**config.mk**
```make
export PLATFORM = sky130hd
export DESIGN_NAME = irm_mode_ctrl
export DESIGN_NICKNAME = d
export VERILOG_FILES = /design/src/rtl/irm_pkg.sv /design/src/rtl/irm_mode_ctrl.sv /design/src/rtl/irm_delay.sv
export SDC_FILE = /design/constraint.sdc
export NUM_CORES = 1
export LEC_CHECK = 0
export ABC_AREA = 0
export BUFFER_PORTS_ARGS = -buffer_cell sky130_fd_sc_hd__buf_4
export CAP_MARGIN = 20
export CORE_MARGIN = 8
export CORE_UTILIZATION = 49
export CTS_CLUSTER_SIZE = 12
export DETAILED_ROUTE_END_ITERATION = 6
export PLACE_DENSITY = 0.72
export SYNTH_ARGS = -nofsm -noshare
export SYNTH_HDL_FRONTEND = slang
export SYNTH_SLANG_ARGS = --single-unit
```
**constraint.sdc**
```tcl
create_clock -name CLK_IN -period 1.8 [get_ports CLK_IN]
set_input_delay 0.09 -clock CLK_IN [delete_from_list [all_inputs] [get_ports CLK_IN]]
set_output_delay 0.09 -clock CLK_IN [all_outputs]
set_load 0.02 [all_outputs]
```
**src/rtl/irm_pkg.sv**
```systemverilog
// Purpose: shared constants and types for the infrared speed-mode controller
// Assumes: 100 MHz system clock
// Notes:   timing counts are derived from the printed nanosecond figures
package irm_pkg;
  localparam int unsigned CLK_PERIOD_NS = 10;
  localparam int unsigned TSETUP_NS     = 200;
  localparam int unsigned THOLD_NS      = 200;
  localparam int unsigned CNT_W         = 8;

  // least times round up to whole cycles, never below one
  function automatic int unsigned min_cycles(input int unsigned t_ns);
    int unsigned c;
    c = (t_ns + CLK_PERIOD_NS - 1) / CLK_PERIOD_NS;
    return (c < 1) ? 1 : c;
  endfunction

  localparam int unsigned TSETUP_CYC = min_cycles(TSETUP_NS);
  localparam int unsigned THOLD_CYC  = min_cycles(THOLD_NS);
  localparam logic [CNT_W-1:0] TSETUP_LOAD = CNT_W'(TSETUP_CYC - 1);
  localparam logic [CNT_W-1:0] THOLD_LOAD  = CNT_W'(THOLD_CYC - 1);
  localparam logic [CNT_W-1:0] CNT_ZERO    = 8'h00;
  localparam logic [CNT_W-1:0] CNT_ONE     = 8'h01;
  localparam logic [CNT_W-1:0] CNT_MAX     = 8'hFF;

  typedef enum logic [2:0] {
    ST_OFF   = 3'h0,
    ST_RUN   = 3'h1,
    ST_ARM   = 3'h2,
    ST_SETUP = 3'h3,
    ST_HOLD  = 3'h4
  } irm_state_t;
endpackage

```
**src/rtl/irm_mode_ctrl.sv**
```systemverilog
// Purpose: host-side controller that sets the transceiver speed mode
// Assumes: shutdown/mode, transmit and mode pins wired directly to the part
// Notes:   mode pin output enable is active low; high means pin floats
//
// Summary of operation
// no mode known until a sequence or pin
// static pin low slow, high fast
// float mode pin when unused or standby
// slow mode only up to 115.2 kbit/s
// fast mode receives slow data, less sensitive
// only the latch sequence switches latched mode
// shutdown high, then transmit level, wait setup
// falling shutdown edge captures transmit level
// hold transmit level at least 200 ns after edge
// after sequence transmit pin carries user data
// transmit low across edge selects slow mode
// receiver ignored while shutdown is high
// latched mode kept until next falling edge
`timescale 1ns/1ps
`default_nettype none
module irm_mode_ctrl (
  input  wire logic CLK_IN,
  input  wire logic RST_IN,
  input  wire logic SET_REQ_IN,
  input  wire logic SET_HIGH_BW_IN,
  input  wire logic STANDBY_IN,
  input  wire logic STATIC_EN_IN,
  input  wire logic STATIC_HIGH_BW_IN,
  input  wire logic TX_DATA_IN,
  input  wire logic RXD_IN,
  output logic      SHUTDOWN_MODE_OUT,
  output logic      TXD_OUT,
  output logic      MODE_PIN_OUT,
  output logic      MODE_PIN_OE_N_OUT,
  output logic      RX_DATA_OUT,
  output logic      BUSY_OUT,
  output logic      DONE_OUT,
  output logic      MODE_VALID_OUT,
  output logic      MODE_HIGH_BW_OUT
);
  irm_pkg::irm_state_t state_reg;
  irm_pkg::irm_state_t state_next;
  logic sd_reg;
  logic sd_next;
  logic txd_reg;
  logic txd_next;
  logic target_reg;
  logic target_next;
  logic latched_hi_reg;
  logic latched_hi_next;
  logic latched_ok_reg;
  logic latched_ok_next;
  logic pin_reg;
  logic pin_next;
  logic pin_oe_n_reg;
  logic pin_oe_n_next;
  logic rx_reg;
  logic rx_next;
  logic done_reg;
  logic done_next;
  logic rxd_meta_reg;
  logic rxd_sync_reg;
  logic timer_start;
  logic [irm_pkg::CNT_W-1:0] timer_load;
  logic timer_expired;
  logic usable;

  // rxd comes from the transceiver pin: two flops before use
  always_ff @(posedge CLK_IN) begin
    if (RST_IN) begin
      rxd_meta_reg <= 1'b0;
      rxd_sync_reg <= 1'b0;
    end else begin
      rxd_meta_reg <= RXD_IN;
      rxd_sync_reg <= rxd_meta_reg;
    end
  end

  // a mode exists only after a latch sequence or with STATIC_EN_IN set, even while the pin floats in standby
  assign usable = latched_ok_reg | STATIC_EN_IN;

  always_comb begin
    state_next      = state_reg;
    sd_next         = sd_reg;
    txd_next        = txd_reg;
    target_next     = target_reg;
    latched_hi_next = latched_hi_reg;
    latched_ok_next = latched_ok_reg;
    done_next       = 1'b0;
    unique case (state_reg)
      irm_pkg::ST_OFF: begin
        sd_next  = 1'b1;
        txd_next = 1'b0;
        if (SET_REQ_IN) begin
          target_next = SET_HIGH_BW_IN;
          state_next  = irm_pkg::ST_ARM;
        end else if (!STANDBY_IN && latched_ok_reg) begin
          // any falling edge relatches, so wake-up replays the held mode
          target_next = latched_hi_reg;
          state_next  = irm_pkg::ST_ARM;
        end else if (!STANDBY_IN && usable) begin
          sd_next    = 1'b0;
          state_next = irm_pkg::ST_RUN;
        end
      end
      irm_pkg::ST_RUN: begin
        sd_next  = 1'b0;
        txd_next = TX_DATA_IN;
        if (SET_REQ_IN) begin
          target_next = SET_HIGH_BW_IN;
          sd_next     = 1'b1;
          txd_next    = 1'b0;
          state_next  = irm_pkg::ST_ARM;
        end else if (STANDBY_IN || !usable) begin
          sd_next    = 1'b1;
          txd_next   = 1'b0;
          state_next = irm_pkg::ST_OFF;
        end
      end
      irm_pkg::ST_ARM: begin
        // shutdown settles high before the transmit level moves
        sd_next  = 1'b1;
        txd_next = 1'b0;
        if (timer_expired) begin
          txd_next   = target_reg;
          state_next = irm_pkg::ST_SETUP;
        end
      end
      irm_pkg::ST_SETUP: begin
        sd_next  = 1'b1;
        txd_next = target_reg;
        if (timer_expired) begin
          // falling edge here: the part captures txd at this moment
          sd_next         = 1'b0;
          latched_hi_next = target_reg;
          latched_ok_next = 1'b1;
          state_next      = irm_pkg::ST_HOLD;
        end
      end
      irm_pkg::ST_HOLD: begin
        sd_next  = 1'b0;
        txd_next = target_reg;
        if (timer_expired) begin
          // released at the minimum so the pulse stays far below its limit
          txd_next   = TX_DATA_IN;
          done_next  = 1'b1;
          state_next = irm_pkg::ST_RUN;
        end
      end
      default: begin
        sd_next    = 1'b1;
        txd_next   = 1'b0;
        state_next = irm_pkg::ST_OFF;
      end
    endcase
  end

  assign timer_start = (state_next != state_reg);
  assign timer_load  = (state_next == irm_pkg::ST_HOLD) ? irm_pkg::THOLD_LOAD
                                                        : irm_pkg::TSETUP_LOAD;

  irm_delay u_delay (
    .clk_in      (CLK_IN),
    .rst_in      (RST_IN),
    .start_in    (timer_start),
    .load_in     (timer_load),
    .expired_out (timer_expired)
  );

  always_ff @(posedge CLK_IN) begin
    if (RST_IN) begin
      state_reg      <= irm_pkg::ST_OFF;
      sd_reg         <= 1'b1;
      txd_reg        <= 1'b0;
      target_reg     <= 1'b0;
      latched_hi_reg <= 1'b0;
      latched_ok_reg <= 1'b0;
      done_reg       <= 1'b0;
    end else begin
      state_reg      <= state_next;
      sd_reg         <= sd_next;
      txd_reg        <= txd_next;
      target_reg     <= target_next;
      latched_hi_reg <= latched_hi_next;
      latched_ok_reg <= latched_ok_next;
      done_reg       <= done_next;
    end
  end

  // static mode pin and receive path
  always_comb begin
    pin_next      = STATIC_HIGH_BW_IN;
    pin_oe_n_next = !(STATIC_EN_IN && !STANDBY_IN);
    // receiver output is meaningless while the part is shut down
    rx_next       = sd_next ? 1'b0 : rxd_sync_reg;
  end

  always_ff @(posedge CLK_IN) begin
    if (RST_IN) begin
      pin_reg      <= 1'b0;
      pin_oe_n_reg <= 1'b1;
      rx_reg       <= 1'b0;
    end else begin
      pin_reg      <= pin_next;
      pin_oe_n_reg <= pin_oe_n_next;
      rx_reg       <= rx_next;
    end
  end

  assign SHUTDOWN_MODE_OUT = sd_reg;
  assign TXD_OUT           = txd_reg;
  assign MODE_PIN_OUT      = pin_reg;
  assign MODE_PIN_OE_N_OUT = pin_oe_n_reg;
  assign RX_DATA_OUT       = rx_reg;
  assign BUSY_OUT          = (state_reg == irm_pkg::ST_ARM) ||
                             (state_reg == irm_pkg::ST_SETUP) ||
                             (state_reg == irm_pkg::ST_HOLD);
  assign DONE_OUT          = done_reg;
  assign MODE_VALID_OUT    = usable;
  // high means fast range; slow range tops out at 115.2 kbit/s
  assign MODE_HIGH_BW_OUT  = STATIC_EN_IN ? STATIC_HIGH_BW_IN : latched_hi_reg;

  // cycles spent in the current state, for the timing checks
  logic [irm_pkg::CNT_W-1:0] dwell_reg;
  logic [irm_pkg::CNT_W-1:0] dwell_next;
  always_comb begin
    dwell_next = dwell_reg;
    if (timer_start) begin
      dwell_next = irm_pkg::CNT_ZERO;
    end else if (dwell_reg != irm_pkg::CNT_MAX) begin
      dwell_next = dwell_reg + irm_pkg::CNT_ONE;
    end
  end
  always_ff @(posedge CLK_IN) begin
    if (RST_IN) begin
      dwell_reg <= irm_pkg::CNT_ZERO;
    end else begin
      dwell_reg <= dwell_next;
    end
  end

  a_mode_unknown_reset: assert property (@(posedge CLK_IN)
    RST_IN ##1 (!RST_IN && !STATIC_EN_IN) |-> !MODE_VALID_OUT)
    else $error("mode valid right after reset");
  a_setup_dwell: assert property (@(posedge CLK_IN) disable iff (RST_IN)
    (state_reg == irm_pkg::ST_SETUP && state_next == irm_pkg::ST_HOLD)
      |-> (dwell_reg == irm_pkg::TSETUP_LOAD) && sd_reg && txd_reg == target_reg)
    else $error("setup interval wrong");
  a_latch_edge_txd: assert property (@(posedge CLK_IN) disable iff (RST_IN)
    $fell(sd_reg) && $past(state_reg) == irm_pkg::ST_SETUP
      |-> txd_reg == $past(txd_reg) && txd_reg == MODE_HIGH_BW_OUT || STATIC_EN_IN)
    else $error("txd moved at latch edge");
  a_hold_min_time: assert property (@(posedge CLK_IN) disable iff (RST_IN)
    (state_reg == irm_pkg::ST_SETUP && state_next == irm_pkg::ST_HOLD)
      |=> (txd_reg == target_reg && !sd_reg)[*8])
    else $error("txd released early after latch");
  a_hold_dwell: assert property (@(posedge CLK_IN) disable iff (RST_IN)
    (state_reg == irm_pkg::ST_HOLD && state_next == irm_pkg::ST_RUN)
      |-> dwell_reg == irm_pkg::THOLD_LOAD ##1 DONE_OUT)
    else $error("hold interval wrong");
  a_txd_passthru: assert property (@(posedge CLK_IN) disable iff (RST_IN)
    (state_reg == irm_pkg::ST_RUN && $past(state_reg) == irm_pkg::ST_RUN && !$past(SET_REQ_IN)
      && !$past(STANDBY_IN) && !sd_reg) |-> TXD_OUT == $past(TX_DATA_IN))
    else $error("txd not carrying data");
  a_rx_gated: assert property (@(posedge CLK_IN) disable iff (RST_IN)
    SHUTDOWN_MODE_OUT |-> !RX_DATA_OUT)
    else $error("rx passed while shut down");
  a_mode_retained: assert property (@(posedge CLK_IN) disable iff (RST_IN)
    $changed(latched_hi_reg) |-> $fell(sd_reg))
    else $error("latched mode changed without edge");
  a_seq_bounded: assert property (@(posedge CLK_IN) disable iff (RST_IN)
    (state_reg == irm_pkg::ST_ARM && $past(state_reg) != irm_pkg::ST_ARM)
      |-> ##[50:80] DONE_OUT)
    else $error("sequence did not finish");
  a_static_pin: assert property (@(posedge CLK_IN) disable iff (RST_IN)
    !$past(RST_IN) && $past(STATIC_EN_IN) && !$past(STANDBY_IN)
      |-> !MODE_PIN_OE_N_OUT && MODE_PIN_OUT == $past(STATIC_HIGH_BW_IN))
    else $error("static pin not driven");
  a_float_unused: assert property (@(posedge CLK_IN) disable iff (RST_IN)
    (!$past(STATIC_EN_IN) || $past(STANDBY_IN)) |-> MODE_PIN_OE_N_OUT)
    else $error("mode pin driven when unused");

  c_high_bw_seq: cover property (@(posedge CLK_IN) disable iff (RST_IN)
    DONE_OUT && MODE_HIGH_BW_OUT && !STATIC_EN_IN);
  c_low_bw_seq: cover property (@(posedge CLK_IN) disable iff (RST_IN)
    DONE_OUT && !MODE_HIGH_BW_OUT && !STATIC_EN_IN);
  c_standby_resume: cover property (@(posedge CLK_IN) disable iff (RST_IN)
    state_reg == irm_pkg::ST_OFF && MODE_VALID_OUT ##1 state_reg == irm_pkg::ST_ARM);
  c_static_mode: cover property (@(posedge CLK_IN) disable iff (RST_IN)
    !MODE_PIN_OE_N_OUT && MODE_PIN_OUT);
endmodule
`default_nettype wire

```
**src/rtl/irm_delay.sv**
```systemverilog
// Purpose: down-counter giving minimum dwell times for the mode sequence
// Assumes: start is a one-cycle pulse in the cycle before the timed interval
// Notes:   expired is high once load_in+1 cycles have passed since start
`timescale 1ns/1ps
`default_nettype none
module irm_delay (
  input  wire logic                      clk_in,
  input  wire logic                      rst_in,
  input  wire logic                      start_in,
  input  wire logic [irm_pkg::CNT_W-1:0] load_in,
  output logic                           expired_out
);
  logic [irm_pkg::CNT_W-1:0] count_reg;
  logic [irm_pkg::CNT_W-1:0] count_next;

  always_comb begin
    count_next = count_reg;
    if (start_in) begin
      count_next = load_in;
    end else if (count_reg != irm_pkg::CNT_ZERO) begin
      count_next = count_reg - irm_pkg::CNT_ONE;
    end
  end

  always_ff @(posedge clk_in) begin
    if (rst_in) begin
      count_reg <= irm_pkg::CNT_ZERO;
    end else begin
      count_reg <= count_next;
    end
  end

  assign expired_out = (count_reg == irm_pkg::CNT_ZERO);
endmodule
`default_nettype wire

```
# After elaboration in Yosys (flattened, before gate mapping)
# Index checks and enable logic that the tools add are counted.
# W data, S select, Z words.
[word_totals]
out_inout_bits = 9
reg_bits = 22
inputBits = 9
wordCells = 72
[classes]
eq_ne = 7
n_addsub = 1
reduce_logical = 19
mux = 29
n_bitwise = 2
[op_table]
columns = ["op", "n"]
rows = [
  ["$mux W3", 8],
  ["$mux W1", 15],
  ["$pmux W3 S5", 1],
  ["$mux W5", 2],
  ["$logic_not A8 Y1", 1],
  ["$pmux W1 S4", 2],
  ["$reduce_bool A8 Y1", 1],
  ["$sub A8 B1 Y8 const B", 1],
  ["$eq A3 B2 Y1 const B", 2],
  ["$reduce_or A2 Y1", 3],
  ["$reduce_bool A2 Y1", 2],
  ["$eq A3 B1 Y1 const B", 1],
  ["$eq A3 B3 Y1 const B", 1],
  ["$logic_and A1 B1 Y1", 3],
  ["$logic_not A1 Y1", 3],
  ["$logic_not A3 Y1", 1],
  ["$logic_or A1 B1 Y1", 3],
  ["$ne A3 B3 Y1", 1],
  ["$ne A3 B3 Y1 const B", 1],
  ["$reduce_and A3 Y1", 1],
  ["$ne A2 B2 Y1 const B", 1],
  ["$pmux W1 S2", 1],
  ["$reduce_and A2 Y1", 1],
  ["$not A1 Y1", 1],
  ["$or A1 B1 Y1", 1],
]

# Longest topological paths before layout
# Gate-level depths: netlist of run 1.
[logic_depth]
ltp_word = 8
ltp_mapped = 6
mapped_depth_nobuf = 6

# By module
# From an unflattened synthesis of run 1, not the netlist that was laid out.
[hier_totals]
cells_unflattened = 127
hier_area_um2 = 1147.4
[modules_own_cells]
columns = ["module", "area_each_um2", "n_inst", "cells_per_inst"]
rows = [
  ["irm_mode_ctrl", 671.9, 1, 74],
  ["irm_delay", 475.5, 1, 53],
]

# Worst setup path before layout of run 1
# Ideal clock, no wire load.
[synth_path]
path_kind = "reg-to-reg"
start = "reg u_delay.count_reg[0] in the netlist's numbering"
end = "reg u_delay.count_reg[0] in the netlist's numbering"
n_path_buf = 0
t_required_ns = 1.718
setup_slack_ns = -0.055
path_stages_with_launch = 7
arrival_ns = 1.772
path_cell_list = "dfxtp_1 inv_1 ha_1 or3b_2 o211a_1 a311o_1 o221ai_1"
[synth_via]
elab_chain_cells = 5
word_cells_on_any_way = 11
cone_classes = "1 x add/sub; 1 x eq/ne; 6 x mux; 3 x reduce/logical"
[synth_rtl]
columns = ["item", "line", "text"]
rows = [
  ["start, declared", "irm_delay.sv:13", "logic [irm_pkg::CNT_W-1:0] count_reg;"],
  ["start signal, assigned", "irm_delay.sv:27", "count_reg <= irm_pkg::CNT_ZERO;"],
  ["start signal, assigned", "irm_delay.sv:29", "count_reg <= count_next;"],
  ["$logic_not A8 Y1", "irm_delay.sv:33", "assign expired_out = (count_reg == irm_pkg::CNT_ZERO);"],
  ["$mux W3 (on tied branches)", "irm_mode_ctrl.sv:143, irm_mode_ctrl.sv:124, irm_mode_ctrl.sv:132", ""],
  ["$pmux W3 S5", "irm_mode_ctrl.sv:90", "unique case (state_reg)"],
  ["$ne A3 B3 Y1", "irm_mode_ctrl.sv:158", "assign timer_start = (state_next != state_reg);"],
  ["$mux W5 or $reduce_bool A2 Y1 (tied branches)", "-", ""],
]
# Several ways; a longest one is shown, not always the timed one. The select of a mux whose other input is x is not followed.
# A chain may end at the register's enable or synchronous reset.

# Worst setup path in the final report of run 1
# Same ends and word-level chain as after synthesis.

==> flow_metrics.env, run 1 <==
export IMPL_status="finished with violations"
export IMPL_failed_checks="negative setup slack"
export IMPL_start_kind="register"
export IMPL_finalSetupTns_ns=-0.00767
export IMPL_tritoncts="yes"
export IMPL_synth_edf_count=0
export IMPL_cts_sinks=22
export IMPL_syn_avg_cell_area_um2=9.28
export IMPL_overflow=0
export IMPL_syn_nets=135
export IMPL_finalPower_mw=2.28
export IMPL_start_util_pct=52.0
export IMPL_drv_slew=0
export IMPL_synth_top_area_cell="dfxtp_1"
export IMPL_path_clk_slew_ns=0.12
export IMPL_cp_end_kind="register"
export IMPL_synth_area_um2=1150
export IMPL_max_slew_margin_pct=73.4
export IMPL_dieHeight_um=64.5
export IMPL_globalplace_congestion=0.880
export IMPL_dpl_worst_slack_ns=-0.0506
export IMPL_hold_class="input pin to register"
export IMPL_min_period_ns=1.81
export IMPL_ir_drop_v=0.00100
export IMPL_critical_path_class="register to register"
export IMPL_n_antenna_cell=0
export IMPL_nNetsFinal=178
export IMPL_tightest_slew_ns=0.398
export IMPL_detail_route_antenna_nets=0
export IMPL_num_fill_cells=157
export IMPL_synth_area_leaders="dfxtp_1 (38%), xnor2_1 (3.8%), clkbuf_8 (3.6%), a21oi_1 (3.5%), nor2_1 (3.3%)"
export IMPL_routed_via_density=6.12
export IMPL_drtIter0Drc=62
export IMPL_fin_crit_sh_pct=100
export IMPL_critPathRequiredTime_ns=2.04
export IMPL_grt_use_total_pct=15.2
export IMPL_largest_register_ffs=8
export IMPL_yosysSeqAreaShare_pct=38.3
export IMPL_dieWidth_um=64.5
export IMPL_drc=0
export IMPL_power_density_nw_per_um2=1430
export IMPL_yosys_cell_types_count=46
export IMPL_finalHoldViolCount=0
export IMPL_synthCells=124
export IMPL_antenna_found_initial=0
export IMPL_fin_util_pct=72.3
export IMPL_syn2layout_area_growth_pct=38.9
export IMPL_htree_levels=1
export IMPL_clk_path_buf_depth=2
export IMPL_numCtsBuffers=3
export IMPL_drive_gt1_share_pct=42.8
export IMPL_dp_hpwl_um=2190
export IMPL_cp_arrival_ns=2.05
export IMPL_routed_wirelength_um=3350
export IMPL_synth_most_common_cell="dfxtp_1"
export IMPL_cp_max_fo=3
export IMPL_num_io_pins=18
export IMPL_ys_flop_type="dfxtp_1"
export IMPL_synth_async_reset_ratio_pct=0
export IMPL_fmax_mhz=553
export IMPL_fin_ws_ns=-0.00767
export IMPL_synth_top_cell_area_share_pct=38.3
export IMPL_ys_seq_elements=22
export IMPL_core_um2=2210
export IMPL_first_pass_iters=4
export IMPL_clk_latency_ns=0.31
export IMPL_yosys_warnings=0
export IMPL_routedWlPerCell_um=17.2
export IMPL_grt_pass1_vias=1147
export IMPL_root_buffer="clkbuf_4"
export IMPL_power_leakage_nw=0.670
export IMPL_maxCapViolations=0
export IMPL_grt_max_degree=16
export IMPL_synth_common_cells="dfxtp_1 (22), nor2_1 (10), a21oi_1 (8)"
export IMPL_rsz0062_at_grt="yes"
export IMPL_num_rows=17
export IMPL_port_buffers=17
export IMPL_finalSetupViolations=1
export IMPL_skew_ns=0.00148
export IMPL_grt_pass1_wl_um=5220
export IMPL_num_vias=1187
export IMPL_die_area_um2=4160
repair_timing:
item	CTS	global route
setup endpoints to repair	4	11
gates resized for setup	7	18
endpoints found under the hold margin	2	1
buffers inserted	2	2
pin swaps	4	4
hold buffers	3	1
cell usage in the layout, fill, tap and decap left out, drive strengths merged, types with 4 or more instances in the layout:
master / n
inv: 7
dfxtp: 22
a31oi: 5
nor2: 10
xnor2: 5
a211oi: 4
nor3: 4
buf: 39
dlygate4sd3: 4
o21ai: 6
clkbuf: 4
a21oi: 8
through the flow:
stage                     cell area (um2)  cells  hold slack, ns
final                                1600    194          0.0555
after detailed placement             1390    182           0.293
after CTS                            1490    191          0.0135
after global routing                 1600    194          0.0458
after global placement               1390    182           0.291
after floorplan                      1150    124           0.152
report_power, final:
part / internal [mW] / leakage (nW) / switching [mW]
clock network: 0.124 / 0.0210 / 0.157
registers: 0.578 / 0.181 / 0.0962
logic: 0.694 / 0.468 / 0.632
total: 1.40 / 0.670 / 0.885
worst max-delay path: stages (launching register included):
cell      delay [ns]
dfxtp_2         0.35
inv_2           0.08
ha_4            0.14
or3b_4          0.38
o211a_1         0.27
a311o_1         0.33
o221ai_1        0.19
worst paths after layout:
| kind | start | end | slack (ns) | cells after the start |
|---|---|---|---|---|
| max | u_delay.count_reg[0]$_SDFFE_PP0P_ | u_delay.count_reg[0]$_SDFFE_PP0P_ | -0.008 | 6 |
| min | RST_IN | state_reg[1]$_SDFF_PP0_ | 0.06 | 2 |
| max reg2reg | u_delay.count_reg[0]$_SDFFE_PP0P_ | u_delay.count_reg[0]$_SDFFE_PP0P_ | -0.008 | 6 |
| min reg2reg | rxd_sync_reg$_SDFF_PP0_ | RX_DATA_OUT$_SDFF_PP0_ | 0.46 | 1 |
kinds of logic (layout without fill, tap and decap cells):
family / count (synthesis) / count (layout) / synth area share, %
compound gates: 39 / 39 / 23.6
xor+xnor: 6 / 6 / 4.57
fa+ha+maj: 2 / 2 / 2.17
buf+inv: 12 / 54 / 7.28
flops: 22 / 22 / 38.3
mux: 3 / 3 / 2.83
simple gates: 40 / 40 / 21.3
routing by layer:
layer,wire [um],part of all wire [%],up-vias,track usage [%]
met3,243,7.3,4,3.09
met2,1620,48,60,25.7
met5,0,0,-,0
li1,-,-,549,-
met1,1460,44,574,18.5
met4,29,0.87,0,5.45
layout make-up:
class	count	area, um2	share of cell area (%)
multi-input cells	90	714	44.7
flip-flops and latches	22	447	27.9
repair buffers	43	340	21.3
clock buffers	4	36.3	2.27
well taps	28	35.0	2.19
inverters	7	26.3	1.64
No activity file was read; power rests on OpenSTA's default activity.
==> inputs of run 2 (changes only) <==
==> constraint.sdc (replaced) <==
create_clock -name CLK_IN -period 1.8 [get_ports CLK_IN]
set_input_delay 0.18 -clock CLK_IN [delete_from_list [all_inputs] [get_ports CLK_IN]]
set_output_delay 0.18 -clock CLK_IN [all_outputs]
set_load 0.02 [all_outputs]
==> flow_metrics.env, run 2 (synthesis results as in run 1) <==
export IMPL_start_util_pct=52.0
export IMPL_wl_met3_um=242
export IMPL_routed_wirelength_um=3260
export IMPL_drtIter0Drc=66
export IMPL_fmax_mhz=550
export IMPL_grt_use_total_pct=15.0
export IMPL_port_buffers=17
export IMPL_dieHeight_um=64.5
export IMPL_slowest_stage="or3b_4"
export IMPL_tritoncts="yes"
export IMPL_largest_register_ffs=8
export IMPL_n_antenna_cell=0
export IMPL_antenna_found_initial=0
export IMPL_final_cell_mix="buf_4 (37), dfxtp_1 (19), nor2_1 (9)"
export IMPL_rsz0062_at_grt="yes"
export IMPL_cp_end_kind="register"
export IMPL_root_buffer="clkbuf_4"
export IMPL_dp_hpwl_um=2190
export IMPL_power_density_nw_per_um2=1460
export IMPL_grt_pass1_vias=1119
export IMPL_cts_hold_buf=0
export IMPL_num_vias=1162
export IMPL_dieWidth_um=64.5
export IMPL_tightest_slew_ns=0.384
export IMPL_finalPower_mw=2.27
export IMPL_core_um2=2210
export IMPL_start_kind="register"
export IMPL_grt_max_degree=16
export IMPL_overflow=0
export IMPL_detail_route_antenna_nets=0
export IMPL_syn2layout_area_growth_pct=35.4
export IMPL_num_fill_cells=163
export IMPL_final_cells=190
export IMPL_globalplace_congestion=0.880
export IMPL_critical_path_class="register to register"
export IMPL_routedWlPerCell_um=17.2
export IMPL_status="finished with violations"
export IMPL_power_leakage_nw=0.655
export IMPL_whs_ns=0.0450
export IMPL_critPathRequiredTime_ns=2.03
export IMPL_cpPeakStageDelay_ns=0.38
export IMPL_hold_class="input pin to register"
export IMPL_drive_gt1_share_pct=43.8
export IMPL_clk_latency_ns=0.31
export IMPL_htree_levels=1
export IMPL_failed_checks="negative setup slack"
export IMPL_top_layer="met4"
export IMPL_dpl_worst_slack_ns=-0.0506
export IMPL_drv_slew=0
export IMPL_die_area_um2=4160
export IMPL_routed_via_density=6.12
export IMPL_cts_sinks=22
export IMPL_regArea_um2=447
export IMPL_mostFrequentLayoutCell="buf_4"
export IMPL_ir_drop_v=0.000997
export IMPL_num_rows=17
export IMPL_path_clk_slew_ns=0.12
export IMPL_wl_met1_um=1420
export IMPL_max_slew_margin_pct=74.3
export IMPL_finalSetupViolations=3
export IMPL_cp_max_fo=3
export IMPL_clk_path_buf_depth=2
export IMPL_nNetsFinal=174
export IMPL_dp_cells=182
export IMPL_critical_path_cell_chain="inv_2 > ha_4 > or3b_4 > o211a_1 > a311o_1 > o221ai_1"
export IMPL_finalHoldViolCount=0
export IMPL_grt_pass1_wl_um=5160
export IMPL_skew_ns=0.00159
export IMPL_min_period_ns=1.82
export IMPL_drc=0
export IMPL_fin_crit_sh_pct=101
export IMPL_placed_area_um2=1390
export IMPL_path_buf_inv=1
export IMPL_maxCapViolations=0
export IMPL_multiInputGateArea_um2=714
export IMPL_cp_arrival_ns=2.05
export IMPL_cp_top_family="compound AO/OA/AOI/OAI gates"
export IMPL_numCtsBuffers=3
export IMPL_dr_wl_met2_um=1570
export IMPL_fin_area_um2=1560
export IMPL_fin_ws_ns=-0.0169
export IMPL_first_pass_iters=4
export IMPL_num_io_pins=18
export IMPL_fin_util_pct=70.5
export IMPL_finalSetupTns_ns=-0.0309
run 2: cell count changes in the layout (fill, tap and decap cells not counted):
cell	before	now
dlygate4sd3_1	4	0
run 2: layout make-up:
| class | instances | area share [%] |
|---|---|---|
| repair buffers | 39 | 19.3 |
| inverters | 7 | 1.69 |
| multi-input cells | 90 | 45.8 |
| clock buffers | 4 | 2.33 |
| well taps | 28 | 2.25 |
| flip-flops and latches | 22 | 28.7 |
run 2: final timing paths:
| check | slack [ns] | cells past startpoint | end | startpoint |
|---|---|---|---|---|
| worst max register to register | -0.02 | 6 | u_delay.count_reg[1]$_SDFFE_PP0P_ | u_delay.count_reg[0]$_SDFFE_PP0P_ |
| worst max-delay path | -0.02 | 6 | u_delay.count_reg[1]$_SDFFE_PP0P_ | u_delay.count_reg[0]$_SDFFE_PP0P_ |
| worst min-delay path | 0.05 | 2 | MODE_PIN_OE_N_OUT$_SDFF_PP1_ | STATIC_EN_IN |
| worst min register to register | 0.46 | 1 | RX_DATA_OUT$_SDFF_PP0_ | rxd_sync_reg$_SDFF_PP0_ |
run 2: per-layer routing:
layer	global-route usage (%)	vias up
met4	5.45	0
met5	0	-
li1	-	543
met1	18.4	562
met3	3.26	4
met2	25.2	53
run 2: power by group:
group,leakage [nW],internal (mW),switching [mW]
Clock,0.0210,0.124,0.155
Sequential,0.181,0.578,0.0957
Combinational,0.453,0.689,0.627
run 2: repair_timing:
| action | in CTS | in global routing |
|---|---|---|
| endpoints found under the setup margin | 4 | 11 |
| pin swaps | 4 | 4 |
| resized for setup | 7 | 18 |
| setup buffers | 2 | 2 |
| endpoints found under the hold margin | 0 | 0 |
